## config.mk

```make
export PLATFORM = sky130hd
export DESIGN_NAME = e1s_status
export DESIGN_NICKNAME = d
export VERILOG_FILES = /design/src/e1s_pkg.sv /design/src/e1s_status.sv
export VERILOG_INCLUDE_DIRS = /design/src
export SDC_FILE = /design/constraint.sdc
export NUM_CORES = 1
export LEC_CHECK = 0
export ABC_AREA = 1
export ABC_CLOCK_PERIOD_IN_PS = 4270
export BUFFER_PORTS_ARGS = -buffer_cell sky130_fd_sc_hd__buf_4
export CAP_MARGIN = 20
export CORE_ASPECT_RATIO = 0.6
export CORE_MARGIN = 2
export CORE_UTILIZATION = 55
export CTS_CLUSTER_SIZE = 10
export DETAILED_ROUTE_END_ITERATION = 12
export HOLD_SLACK_MARGIN = 0.03
export PLACE_DENSITY = 0.77
export SKIP_CTS_REPAIR_TIMING = 1
export SLEW_MARGIN = 20
export SYNTH_ARGS = -nofsm -noshare
export SYNTH_HDL_FRONTEND = slang
export SYNTH_SLANG_ARGS = --single-unit
```

## constraint.sdc

```tcl
create_clock -name mclk -period 4.27 [get_ports mclk]
set_input_delay 0.854 -clock mclk [delete_from_list [all_inputs] [get_ports mclk]]
set_output_delay 0.854 -clock mclk [all_outputs]
set_load 0.005 [all_outputs]
```

## src/e1s_regs.svh

```systemverilog
/*
 * Register offsets, field positions, reset values and timing figures
 * for the E1 status, mask and error-counter bank.
 * Assumes a 40 MHz mclk and an 8-bit register port.
 */
`ifndef E1S_REGS_SVH
`define E1S_REGS_SVH

// Register offsets
`define E1S_ADDR_VIOL_HI      8'h00
`define E1S_ADDR_VIOL_LO      8'h01
`define E1S_ADDR_CSUM_HI      8'h02
`define E1S_ADDR_CSUM_LO      8'h03
`define E1S_ADDR_EVT_STATUS   8'h07
`define E1S_ADDR_ALARM_MASK   8'h16
`define E1S_ADDR_EVENT_MASK   8'h17
`define E1S_ADDR_CTRL         8'h18

// Control register fields
`define E1S_CTRL_TIMER_RATE   7
`define E1S_CTRL_VIOL_TYPE    6
`define E1S_CTRL_HDB3         2
`define E1S_CTRL_TX_CLOCK_LOST_PIN_EN  1
`define E1S_CTRL_CSUM_EN      0

// Reset values
`define E1S_RST_MASK          8'h00
`define E1S_RST_CTRL          8'h00
`define E1S_RD_ZERO           8'h00

// Timing: clock period, loss-of-transmit-clock time, rx bit counts
`define E1S_MCLK_PERIOD_NS    25
`define E1S_TX_CLOCK_LOST_TIME_NS      3900
`define E1S_TX_CLOCK_LOST_CYC          ((`E1S_TX_CLOCK_LOST_TIME_NS + `E1S_MCLK_PERIOD_NS - 1) / `E1S_MCLK_PERIOD_NS)
`define E1S_SEC_BITS          2048000
`define E1S_SUBSEC_BITS       128000
`define E1S_MF_BITS           4096

`endif

```

## src/e1s_pkg.sv

```systemverilog
/*
 * Types shared by the E1 status, mask and error-counter bank.
 * Assumes the constants header is included where offsets are needed.
 */
`default_nettype none

package e1s_pkg;

   // Decoded receive line symbol, one per received bit
   typedef struct packed {
      logic bit_en;   // one mclk pulse per received bit
      logic pos;      // positive mark on this bit
      logic neg;      // negative mark on this bit
   } e1s_line_t;

   // Control bits held in the control register
   typedef struct packed {
      logic timer_rate;  // 1: 62.5 ms interval, 0: 1 s
      logic viol_type;   // 1: code violations, 0: bipolar violations
      logic hdb3;        // receive side decodes HDB3
      logic tx_clock_lost_pin_en; // lets the lost-clock pin follow the condition
      logic csum_en;     // CRC4 framing enabled
   } e1s_ctrl_t;

   // Register port request
   typedef struct packed {
      logic [7:0] addr;
      logic [7:0] wdata;
      logic       wr;
      logic       rd;
   } e1s_req_t;

endpackage

`default_nettype wire

```

## src/e1s_status.sv

```systemverilog
/*
 * E1 event status register, two interrupt mask registers, the 16-bit
 * violation counter and the 10-bit CRC4 error counter, with their
 * interval timer and the transmit clock watchdog.
 * Assumes every input is synchronous to mclk; framer pulses are one
 * cycle wide; register reads return data in the following cycle.
 */
// The implementer's own choice: the plain strobed port.
`include "e1s_regs.svh"
`default_nettype none

// Notes on behaviour
// - Timer flag set each second from receive bits, or every 62.5 ms when selected.
// - Transmit align frame flag set every 250 us at each transmitted align frame.
// - Lost transmit clock flag set after one channel time without a transition.
// - Lost clock pin high while condition holds and its enable bit is 1.
// - CRC4 multiframe flag on boundaries; free-running 2 ms when CRC4 disabled.
// - Alarm mask bit gates first status flag at same position; 1 enables.
// - Event mask bit gates event status flag at same position; 1 enables.
// - All counts transfer to readable registers on each timer boundary.
// - Violation count is 16 bits: high byte at 0x00, low byte at 0x01.
// - Violation type 0 counts bipolar violations: two same-polarity marks in a row.
// - With HDB3 decoding, valid substitution violations are not counted.
// - Violation type 1 counts code violations: two same-polarity bipolar violations.
// - Violation counting never stops for loss of sync.
// - Violation count saturates at 65,535 and never wraps.
// - CRC4 submultiframe errors counted in a 10-bit counter.
// - CRC4 counting stops on FAS or CRC4 sync loss, not on CAS loss.
// - CRC4 count bits 9:8 at 0x02 bits 1:0, bits 7:0 at 0x03.
module e1s_status
   import e1s_pkg::*;
#(
   parameter int SEC_BITS    = `E1S_SEC_BITS,
   parameter int SUBSEC_BITS = `E1S_SUBSEC_BITS
) (
   input  wire logic       mclk,
   input  wire logic       reset,
   input  wire e1s_req_t   req,
   output var  logic [7:0] rdata,
   input  wire e1s_line_t  rx_line,
   input  wire logic       tx_clock_input,
   input  wire logic [7:0] alarm_flags,
   input  wire logic       rx_signaling_mf_pulse,
   input  wire logic       rx_align_frame_pulse,
   input  wire logic       tx_mf_pulse,
   input  wire logic       tx_align_frame_pulse,
   input  wire logic       rx_checksum_mf_pulse,
   input  wire logic       tx_slip_pulse,
   input  wire logic       checksum_error_pulse,
   input  wire logic       fas_sync_lost,
   input  wire logic       checksum_sync_lost,
   output var  logic       tx_clock_lost,
   output logic            irq
);

   localparam int TMR_W  = 21;
   localparam int TX_CLOCK_LOST_W = 8;

   logic [7:0]        alarm_mask_q;
   logic [7:0]        event_mask_q;
   e1s_ctrl_t         ctrl_q;
   logic [7:0]        status_q;
   logic [7:0]        status_set;
   logic [7:0]        status_clr;
   logic [TMR_W-1:0]  tmr_q;
   logic              tick;
   logic [11:0]       mf_q;
   logic              free_mf_tick;
   logic              tx_clock_input_prev_q;
   logic [TX_CLOCK_LOST_W-1:0] tx_clock_lost_cnt_q;
   logic              tx_clock_lost_cond;
   logic              last_pol_q;
   logic              have_mark_q;
   logic [2:0]        zeros_q;
   logic              last_v_pol_q;
   logic              have_v_q;
   logic              mark;
   logic              mark_pol;
   logic              bipolar_violation;
   logic              hdb3_sub;
   logic              viol_evt;
   logic [15:0]       viol_acc_q;
   logic [15:0]       viol_acc_inc;
   logic [15:0]       viol_cnt_q;
   logic [9:0]        csum_acc_q;
   logic [9:0]        csum_cnt_q;
   logic              csum_evt;

   // Register writes: the two masks and the control bits
   always_ff @(posedge mclk or posedge reset) begin
      if (reset) begin
         alarm_mask_q <= `E1S_RST_MASK;
         event_mask_q <= `E1S_RST_MASK;
         ctrl_q       <= e1s_ctrl_t'(5'(`E1S_RST_CTRL));
      end else if (req.wr) begin
         unique case (req.addr)
            `E1S_ADDR_ALARM_MASK: alarm_mask_q <= req.wdata;
            `E1S_ADDR_EVENT_MASK: event_mask_q <= req.wdata;
            `E1S_ADDR_CTRL: begin
               ctrl_q.timer_rate  <= req.wdata[`E1S_CTRL_TIMER_RATE];
               ctrl_q.viol_type   <= req.wdata[`E1S_CTRL_VIOL_TYPE];
               ctrl_q.hdb3        <= req.wdata[`E1S_CTRL_HDB3];
               ctrl_q.tx_clock_lost_pin_en <= req.wdata[`E1S_CTRL_TX_CLOCK_LOST_PIN_EN];
               ctrl_q.csum_en     <= req.wdata[`E1S_CTRL_CSUM_EN];
            end
            default: ;
         endcase
      end
   end

   // Interval timer counts received bits; the limit follows the rate bit
   // and a compare by >= keeps a mid-interval rate change from overrunning
   always_comb begin
      tick = 1'b0;
      if (rx_line.bit_en) begin
         if (ctrl_q.timer_rate) begin
            tick = (tmr_q >= TMR_W'(SUBSEC_BITS - 1));
         end else begin
            tick = (tmr_q >= TMR_W'(SEC_BITS - 1));
         end
      end
   end

   always_ff @(posedge mclk or posedge reset) begin
      if (reset) begin
         tmr_q <= '0;
      end else if (tick) begin
         tmr_q <= '0;
      end else if (rx_line.bit_en) begin
         tmr_q <= tmr_q + TMR_W'(1);
      end
   end

   // Free-running 2 ms boundary used when CRC4 framing is off
   always_ff @(posedge mclk or posedge reset) begin
      if (reset) begin
         mf_q <= '0;
      end else if (rx_line.bit_en) begin
         mf_q <= mf_q + 12'(1); // wraps every 4096 bits
      end
   end
   assign free_mf_tick = rx_line.bit_en && (mf_q == 12'(`E1S_MF_BITS - 1));

   // Transmit clock watchdog: count mclk cycles since the last edge
   always_ff @(posedge mclk or posedge reset) begin
      if (reset) begin
         tx_clock_input_prev_q <= 1'b0;
         tx_clock_lost_cnt_q  <= '0;
      end else begin
         tx_clock_input_prev_q <= tx_clock_input;
         if (tx_clock_input != tx_clock_input_prev_q) begin
            tx_clock_lost_cnt_q <= '0;
         end else if (tx_clock_lost_cnt_q != TX_CLOCK_LOST_W'(`E1S_TX_CLOCK_LOST_CYC)) begin
            tx_clock_lost_cnt_q <= tx_clock_lost_cnt_q + TX_CLOCK_LOST_W'(1);
         end
      end
   end
   assign tx_clock_lost_cond = (tx_clock_lost_cnt_q == TX_CLOCK_LOST_W'(`E1S_TX_CLOCK_LOST_CYC));

   // Pin follows the live condition, not the sticky flag, so it drops
   // as soon as the transmit clock returns
   always_ff @(posedge mclk or posedge reset) begin
      if (reset) begin
         tx_clock_lost <= 1'b0;
      end else begin
         tx_clock_lost <= tx_clock_lost_cond && ctrl_q.tx_clock_lost_pin_en;
      end
   end

   // Event sources for the status register, one bit each
   always_comb begin
      status_set    = '0;
      status_set[7] = rx_signaling_mf_pulse;
      status_set[6] = rx_align_frame_pulse;
      status_set[5] = tx_mf_pulse;
      status_set[4] = tick;
      status_set[3] = tx_align_frame_pulse;
      status_set[2] = tx_clock_lost_cond;
      status_set[1] = ctrl_q.csum_en ? rx_checksum_mf_pulse : free_mf_tick;
      status_set[0] = tx_slip_pulse;
   end

   // A read clears the bits it returned; a set in the same cycle wins
   assign status_clr = (req.rd && req.addr == `E1S_ADDR_EVT_STATUS) ? status_q : '0;

   always_ff @(posedge mclk or posedge reset) begin
      if (reset) begin
         status_q <= '0;
      end else begin
         status_q <= (status_q & ~status_clr) | status_set;
      end
   end

   // Interrupt request: any flag whose mask bit is 1
   always_comb begin
      irq = |(alarm_flags & alarm_mask_q)
         || |(status_q & event_mask_q);
   end

   // Receive line symbol decode
   assign mark     = rx_line.bit_en && (rx_line.pos ^ rx_line.neg);
   assign mark_pol = rx_line.pos;
   assign bipolar_violation      = mark && have_mark_q && (mark_pol == last_pol_q);
   // HDB3 violations follow 000V or B00V: two or three zeros before them;
   // a longer zero run is no codeword, so the run count stops at four
   assign hdb3_sub = bipolar_violation && (zeros_q == 3'd2 || zeros_q == 3'd3);

   always_comb begin
      if (ctrl_q.viol_type) begin
         viol_evt = bipolar_violation && have_v_q && (mark_pol == last_v_pol_q);
      end else begin
         viol_evt = bipolar_violation && !(ctrl_q.hdb3 && hdb3_sub);
      end
   end

   // Track last mark polarity, zeros since it, and last violation polarity
   always_ff @(posedge mclk or posedge reset) begin
      if (reset) begin
         last_pol_q   <= 1'b0;
         have_mark_q  <= 1'b0;
         zeros_q      <= '0;
         last_v_pol_q <= 1'b0;
         have_v_q     <= 1'b0;
      end else if (rx_line.bit_en) begin
         if (mark) begin
            last_pol_q  <= mark_pol;
            have_mark_q <= 1'b1;
            zeros_q     <= '0;
         end else if (zeros_q != 3'd4) begin
            zeros_q <= zeros_q + 3'd1;
         end
         if (bipolar_violation) begin
            last_v_pol_q <= mark_pol;
            have_v_q     <= 1'b1;
         end
      end
   end

   // Violation accumulator: never gated by sync, saturates at all ones
   assign viol_acc_inc = (viol_acc_q == 16'hFFFF) ? viol_acc_q : viol_acc_q + 16'h0001;

   always_ff @(posedge mclk or posedge reset) begin
      if (reset) begin
         viol_acc_q <= '0;
         viol_cnt_q <= '0;
      end else if (tick) begin
         // An event on the boundary opens the new interval
         viol_cnt_q <= viol_acc_q;
         viol_acc_q <= viol_evt ? 16'h0001 : 16'h0000;
      end else if (viol_evt) begin
         viol_acc_q <= viol_acc_inc;
      end
   end

   // CRC4 error accumulator: at most 1000 per second, so no saturation
   assign csum_evt = checksum_error_pulse && !fas_sync_lost && !checksum_sync_lost;

   always_ff @(posedge mclk or posedge reset) begin
      if (reset) begin
         csum_acc_q <= '0;
         csum_cnt_q <= '0;
      end else if (tick) begin
         csum_cnt_q <= csum_acc_q;
         csum_acc_q <= 10'(csum_evt);
      end else if (csum_evt) begin
         csum_acc_q <= csum_acc_q + 10'd1;
      end
   end

   // Read data one cycle after the strobe; unmapped offsets read zero
   always_ff @(posedge mclk or posedge reset) begin
      if (reset) begin
         rdata <= `E1S_RD_ZERO;
      end else if (req.rd) begin
         unique case (req.addr)
            `E1S_ADDR_VIOL_HI:    rdata <= viol_cnt_q[15:8];
            `E1S_ADDR_VIOL_LO:    rdata <= viol_cnt_q[7:0];
            `E1S_ADDR_CSUM_HI:    rdata <= {6'h00, csum_cnt_q[9:8]};
            `E1S_ADDR_CSUM_LO:    rdata <= csum_cnt_q[7:0];
            `E1S_ADDR_EVT_STATUS: rdata <= status_q;
            `E1S_ADDR_ALARM_MASK: rdata <= alarm_mask_q;
            `E1S_ADDR_EVENT_MASK: rdata <= event_mask_q;
            `E1S_ADDR_CTRL: begin
               rdata                        <= `E1S_RD_ZERO;
               rdata[`E1S_CTRL_TIMER_RATE]  <= ctrl_q.timer_rate;
               rdata[`E1S_CTRL_VIOL_TYPE]   <= ctrl_q.viol_type;
               rdata[`E1S_CTRL_HDB3]        <= ctrl_q.hdb3;
               rdata[`E1S_CTRL_TX_CLOCK_LOST_PIN_EN] <= ctrl_q.tx_clock_lost_pin_en;
               rdata[`E1S_CTRL_CSUM_EN]     <= ctrl_q.csum_en;
            end
            default: rdata <= `E1S_RD_ZERO;
         endcase
      end
   end

endmodule

`default_nettype wire

```

==> metrics.cfg, run 1 <==
[final_layout]
syn2layout_area_growth_pct=15.05
n_antenna_cell=0
final_common_cell=nand2_1
fin_nets=999
stdcell_count=1131
layout-drive-gt1-share_pct=12.59
final_cell_mix=nand2_1, dfrtp_1, inv_1, nor2_1, nand3_1

[sta]
rsz0062_at_grt=no
fmax_mhz=386.6
worstMarginPinSlew_ns=0.7613
slew_viol_final=0
setup_tns_ns=0
max_slew_margin_pct=48.78
setup_viol=0
fin_skew_ns=0.009273
min_period_ns=2.587
timing.final.crit_share_pct=60.58
hold_violations=0

[place]
dp_hpwl_mm=11.75
port_buffers=50
placedCellCount=1099
gp_congestion=0.9323

[grt]
gr-total-overflow=0
gr-usage-all-layers_pct=25.50
grt_pass1_wl_mm=27.30
grt_pass1_vias=5492
grt_max_degree=75
antenna_found_initial=0

[logic_synthesis]
synth-simple-area-share_pct=27.50
syn-mean-instance-area_um2=7.990
synth_area_um2=7143
synth-compound-area-share_pct=8.968
synthFlopType=dfrtp_1
seq_area_frac_synth_pct=48.70
synth.largest_area_cell=dfrtp_1
synthesis.nets=945
synth_top_family_by_area=simple AND/OR/NAND/NOR gates
ys_top_cells_by_area=dfrtp_1, nand2_1, inv_1
synth-async-reset-ratio_pct=100.0
muxShareOfSynthArea_pct=1.419
ys_seq_elements=139
postSynthCellCount=894
synth_fa_ha_area_share_pct=1.752
yosysUniqueCellTypes=39
ys_warn_count=0
yosysTopAreaCellShare_pct=48.70
synth_xor_area_share_pct=3.065
synth-edff-count=0

[min_path]
hold_depth=1
holdPathEnd=have_mark_q
hold_class=flip-flop to flip-flop
min_from=have_mark_q

[worst_setup_path]
rrSetupSlack_ns=1.71
rr_worst_depth=10
end_kind=flip-flop
cp_slowest_cell=inv_2
crit_path_start_kind=input port
rr_endpoint=csum_cnt_q[1]
rr_startpoint=tmr_q[10]
worstPathCellList=buf_4, inv_1, nor2_1, nand3_1, nand3_2, nand2_2, inv_2, nand2_1, o21ai_0
max_stage_delay_ns=0.64
crit_required_ns=4.59
path_max_fanout=37
criticalPathCategory=input port to flip-flop
cp.arrival_ns=2.90

[detailed_routing]
drt_wl_total_mm=16.60
drtIter0Drc=535
wire_per_inst_um=14.68
routed_via_density=5.321
drtPass1Iterations=6
vias=6018
drc_errors=0
antenna_left=0

[die]
die_y_um=92.28
die_w_um=151.1
die-area_um2=13950
num_rows=32
initial_core_util_pct=55.93
ios=51
core-area_um2=12770

[clocking]
cts_tree=yes
cts_buffers=17
insertion_delay_ns=0.42
cts_buffer_depth=2
h-tree-depth=4
cts_sinks=139
root_buffer=clkbuf_16
clk_pin_slew_ns=0.06

[power_and_ir_drop]
ir_drop_mv=0.2726
p_leak_nw=4.097
p_per_area_nw_per_um2=438.3

[run]
maxCapViolCount=0

[outcome]
status=complete, no violations

[cell usage after synthesis, types with 5 or more instances]
library cell and number:
a21oi_1 19, a31oi_1 5, buf_2 8, buf_4 5, buf_6 5, dfrtp_1 139, ha_1 10, inv_1 123
mux2_2 9, nand2_1 218, nand3_1 70, nand3b_1 6, nand4_1 18, nor2_1 86, nor3_1 26, o21ai_0 53
o21ai_1 16, o21bai_1 6, o22ai_1 9, or2_2 5, xor2_1 23
[power by group]
group	internal (mW)	leakage [nW]	switching (mW)
combinational	0.192	2.06	0.310
sequential	1.50	1.78	0.158
clock	0.859	0.261	0.585
[kinds of logic after synthesis]
kind of cell             Yosys count
XOR/XNOR                          25
multiplexers                       9
flip-flops                       139
adder cells (fa/ha/maj)           10
AND/OR/NAND/NOR                  449
AO/OA/AOI/OAI                    116
buffers and inverters            146
[registers in the layout (all words and copies together), names as in the netlist, 3 cells and up]
register / cells
csum_cnt_q: 10
viol_cnt_q: 16
rdata: 8
event_mask_q: 8
viol_acc_q: 16
mf_q: 12
csum_acc_q: 10
status_q: 8
alarm_mask_q: 8
ctrl_q: 5
zeros_q: 3
tmr_q: 21
tx_clock_lost_cnt_q: 8
[metrics by stage]
stage | area (um2) | util (%) | hold slack (ns) | power, mW | setup slack (ns)
floorplan | 7147 | - | 0.4397 | 2.003 | 1.681
global placement | 7640 | 59.82 | 0.4564 | 2.152 | 1.429
detailed placement | 7640 | 59.82 | 0.4573 | 2.169 | 1.358
CTS | 8218 | 64.34 | 0.4743 | 3.621 | 1.694
global route | 8218 | 64.34 | 0.4970 | 3.782 | 1.412
finish | 8218 | 64.34 | 0.4707 | 3.602 | 1.683
[cell type report]
cell class,instances,area [um2]
clock buffer,18,429.2
multi-input combinational,609,3050
clock inverter,14,148.9
tap,170,212.7
fill,1061,4554
sequential,139,3478
timing repair buffer,54,417.9
inverter,127,480.5
[critical path: cells and delay by family]
| family | cells | cell delay [ns] |
|---|---|---|
| and+or+nand+nor | 5 | 0.87 |
| buffers and inverters | 3 | 1.03 |
| AOI/OAI and AO/OA | 1 | 0.12 |
[layer usage]
metal / vias to the layer above / track usage, % / wire length (um)
li1: 2997 / - / -
met1: 2781 / 39.80 / 8234
met2: 219 / 35.08 / 6830
met3: 21 / 6.866 / 1353
met4: 0 / 6.075 / 182
met5: - / 0 / 0
[how the worst max path moves through the flow]
stage / start / to / cells past startpoint
after floorplan: reset / alarm_mask_q[0] / 1
after CTS: rx_line[2] / csum_cnt_q[1] / 9
after global placement: rx_line[2] / csum_cnt_q[0] / 8
final: rx_line[2] / csum_cnt_q[1] / 9
after detailed placement: rx_line[2] / csum_cnt_q[0] / 8
after global routing: tmr_q[17] / csum_cnt_q[1] / 10
No activity file was read; power rests on OpenSTA's default activity.
==> run 2: changes to the inputs <==
--- a/config.mk
+++ b/config.mk
@@ -7,16 +7,16 @@
 export NUM_CORES = 1
 export LEC_CHECK = 0
 export ABC_AREA = 1
-export ABC_CLOCK_PERIOD_IN_PS = 4270
+export ABC_CLOCK_PERIOD_IN_PS = 2600
 export BUFFER_PORTS_ARGS = -buffer_cell sky130_fd_sc_hd__buf_4
 export CAP_MARGIN = 20
 export CORE_ASPECT_RATIO = 0.6
 export CORE_MARGIN = 2
-export CORE_UTILIZATION = 55
+export CORE_UTILIZATION = 60
 export CTS_CLUSTER_SIZE = 10
 export DETAILED_ROUTE_END_ITERATION = 12
 export HOLD_SLACK_MARGIN = 0.03
-export PLACE_DENSITY = 0.77
+export PLACE_DENSITY = 0.79
 export SKIP_CTS_REPAIR_TIMING = 1
 export SLEW_MARGIN = 20
 export SYNTH_ARGS = -nofsm -noshare
==> constraint.sdc (replaced) <==
create_clock -name mclk -period 2.6 [get_ports mclk]
set_input_delay 0.52 -clock mclk [delete_from_list [all_inputs] [get_ports mclk]]
set_output_delay 0.52 -clock mclk [all_outputs]
set_load 0.005 [all_outputs]
==> metrics.cfg, run 2 (synthesis gave the netlist of run 1 again) <==
[outcome]
status=complete, no violations

[worst_setup_path]
path_buf_inv=1  ; -2
path_max_fanout=17  ; -54%
worstPathCellList=ha_1, ha_1, o21ai_0, nand2_1, nand2_1, nand2_1, nor2_4, inv_1, nand2_1, o21ai_0
cp_common_cell=nand2_1
end_kind=flip-flop
crit_required_ns=2.89  ; -1.70 ns
max_stage_delay_ns=0.42  ; -0.22 ns
cp_slowest_cell=dfrtp_1
path_delay_family=simple AND/OR/NAND/NOR gates
rr_startpoint=zeros_q[1]
critPathLaunch=zeros_q[1]
cp.arrival_ns=2.53  ; -0.37 ns
criticalPathCategory=flip-flop to flip-flop
crit_path_start_kind=flip-flop

[final_layout]
regMostFlops=tmr_q
layout-drive-gt1-share_pct=13.83  ; +1.2 points
largest_register_ffs=21  ; unchanged
final_common_cell=nand2_1
stdcell_count=1136  ; +0.44%
fin_nets=1015  ; +1.6%
n_antenna_cell=0  ; unchanged
final_cell_mix=nand2_1, dfrtp_1, inv_1, nor2_1, nand3_1
syn2layout_area_growth_pct=17.45
top_regs=tmr_q: 21 flops, viol_acc_q: 16 flops, viol_cnt_q: 16 flops

[place]
port_buffers=50  ; unchanged
gp_congestion=0.8753  ; -6.1%
dp_hpwl_mm=12.61  ; +7.4%
placedCellCount=1105  ; +0.55%
dp_slack_ns=0.3700  ; -0.9876 ns

[grt]
grt_max_degree=68  ; -9.3%
grt_pass1_vias=5672  ; +3.3%
gr-total-overflow=0  ; unchanged
grt_pass1_wl_mm=28.73  ; +5.3%
gr-usage-all-layers_pct=29.55  ; +4.1 points
antenna_found_initial=0  ; unchanged

[detailed_routing]
top_layer_used=met4
drc_errors=0  ; unchanged
antenna_left=0  ; unchanged
drtPass1Iterations=6  ; unchanged
routed_via_density=5.577  ; +4.8%
vias=6335  ; +5.3%
met1_length_mm=8.573  ; +4.1%
drtIter0Drc=792  ; +48%
wl_met3_mm=1.708  ; +26%
drt_wl_total_mm=17.81  ; +7.3%
met2_length_mm=7.280  ; +6.6%
wire_per_inst_um=15.67  ; +6.8%

[clocking]
cts_buffer_depth=2  ; unchanged
cts_sinks=139  ; unchanged
clk_pin_slew_ns=0.06  ; about the same
root_buffer=clkbuf_16
h-tree-depth=4  ; unchanged
insertion_delay_ns=0.41  ; about the same
cts_buffers=17  ; unchanged
cts_tree=yes

[die]
num_rows=30  ; -6.3%
die_w_um=144.9  ; -4.1%
die_y_um=88.52  ; -4.1%
core-area_um2=11450  ; -10%
die-area_um2=12820  ; -8.1%
ios=51  ; unchanged
initial_core_util_pct=62.39  ; +6.5 points

[power_and_ir_drop]
p_leak_nw=4.223  ; +3.1%
p_per_area_nw_per_um2=729.4  ; +66%
finalPower_mw=6.119  ; +70%
ir_drop_mv=0.4908  ; +80%

[sta]
slew_viol_final=0  ; unchanged
setup_tns_ns=0  ; unchanged
fin_skew_ns=0.009944  ; +0.0006707 ns
fmax_mhz=446.3
setup_slack_ns=0.3592  ; -1.324 ns
holdWs_ns=0.2133  ; -0.2574 ns
max_slew_margin_pct=53.68  ; +4.9 points
min_period_ns=2.241
rsz0062_at_grt=no
setup_viol=0  ; unchanged
worstMarginPinSlew_ns=0.6899  ; -0.07138 ns
hold_violations=0  ; unchanged
timing.final.crit_share_pct=86.19

[run]
maxCapViolCount=0  ; unchanged

[min_path]
hold_class=input port to asynchronous set/reset pin

run 2: through the flow:
| stage | util (%) | instance area (um2) |
|---|---|---|
| after global placement | 67.89 | 7772 |
| after CTS | 73.28 | 8389 |
| final | 73.28 | 8389 |
| after detailed placement | 67.89 | 7772 |
| after floorplan | - | 7147 |
| after global routing | 73.28 | 8389 |
run 2: cell type report:
cell class | instances | area, um2
Sequential cell | 139 | 3478
Fill cell | 800 | 3059
Multi-Input combinational cell | 609 | 3050
Timing Repair Buffer | 70 | 563.0
Inverter | 127 | 480.5
Clock buffer | 20 | 446.7
Tap cell | 160 | 200.2
Clock inverter | 11 | 170.2
run 2: final timing paths:
kind,endpoint,slack [ns],cells past startpoint
worst max-delay path,viol_acc_q[4],0.36,10
worst min-delay path,rdata[5],0.21,2
worst max register to register,viol_acc_q[4],0.36,10
worst min register to register,have_mark_q,0.47,1
max in group asynchronous,ctrl_q[1],1.67,3
min in group mclk,tx_clock_input_prev_q,0.23,1
run 2: report_power, final:
part	internal (mW)	switching (mW)	total, mW
clock	1.62	0.903	2.53
combinational	0.331	0.535	0.866
sequential	2.46	0.267	2.73
run 2: routing by layer:
metal	GRT usage [%]	vias to the layer above
li1	-	3024
met1	45.77	2992
met2	40.57	297
met3	7.955	22
met4	8.914	0
met5	0	-
run 2: worst reg2reg max path, cell delays in order, from the launching register on:
cell and delay (ns):
dfrtp_1 0.42, ha_1 0.21, ha_1 0.17, o21ai_0 0.16
nand2_1 0.07, nand2_1 0.06, nand2_1 0.16, nor2_4 0.39
inv_1 0.15, nand2_1 0.22, o21ai_0 0.13
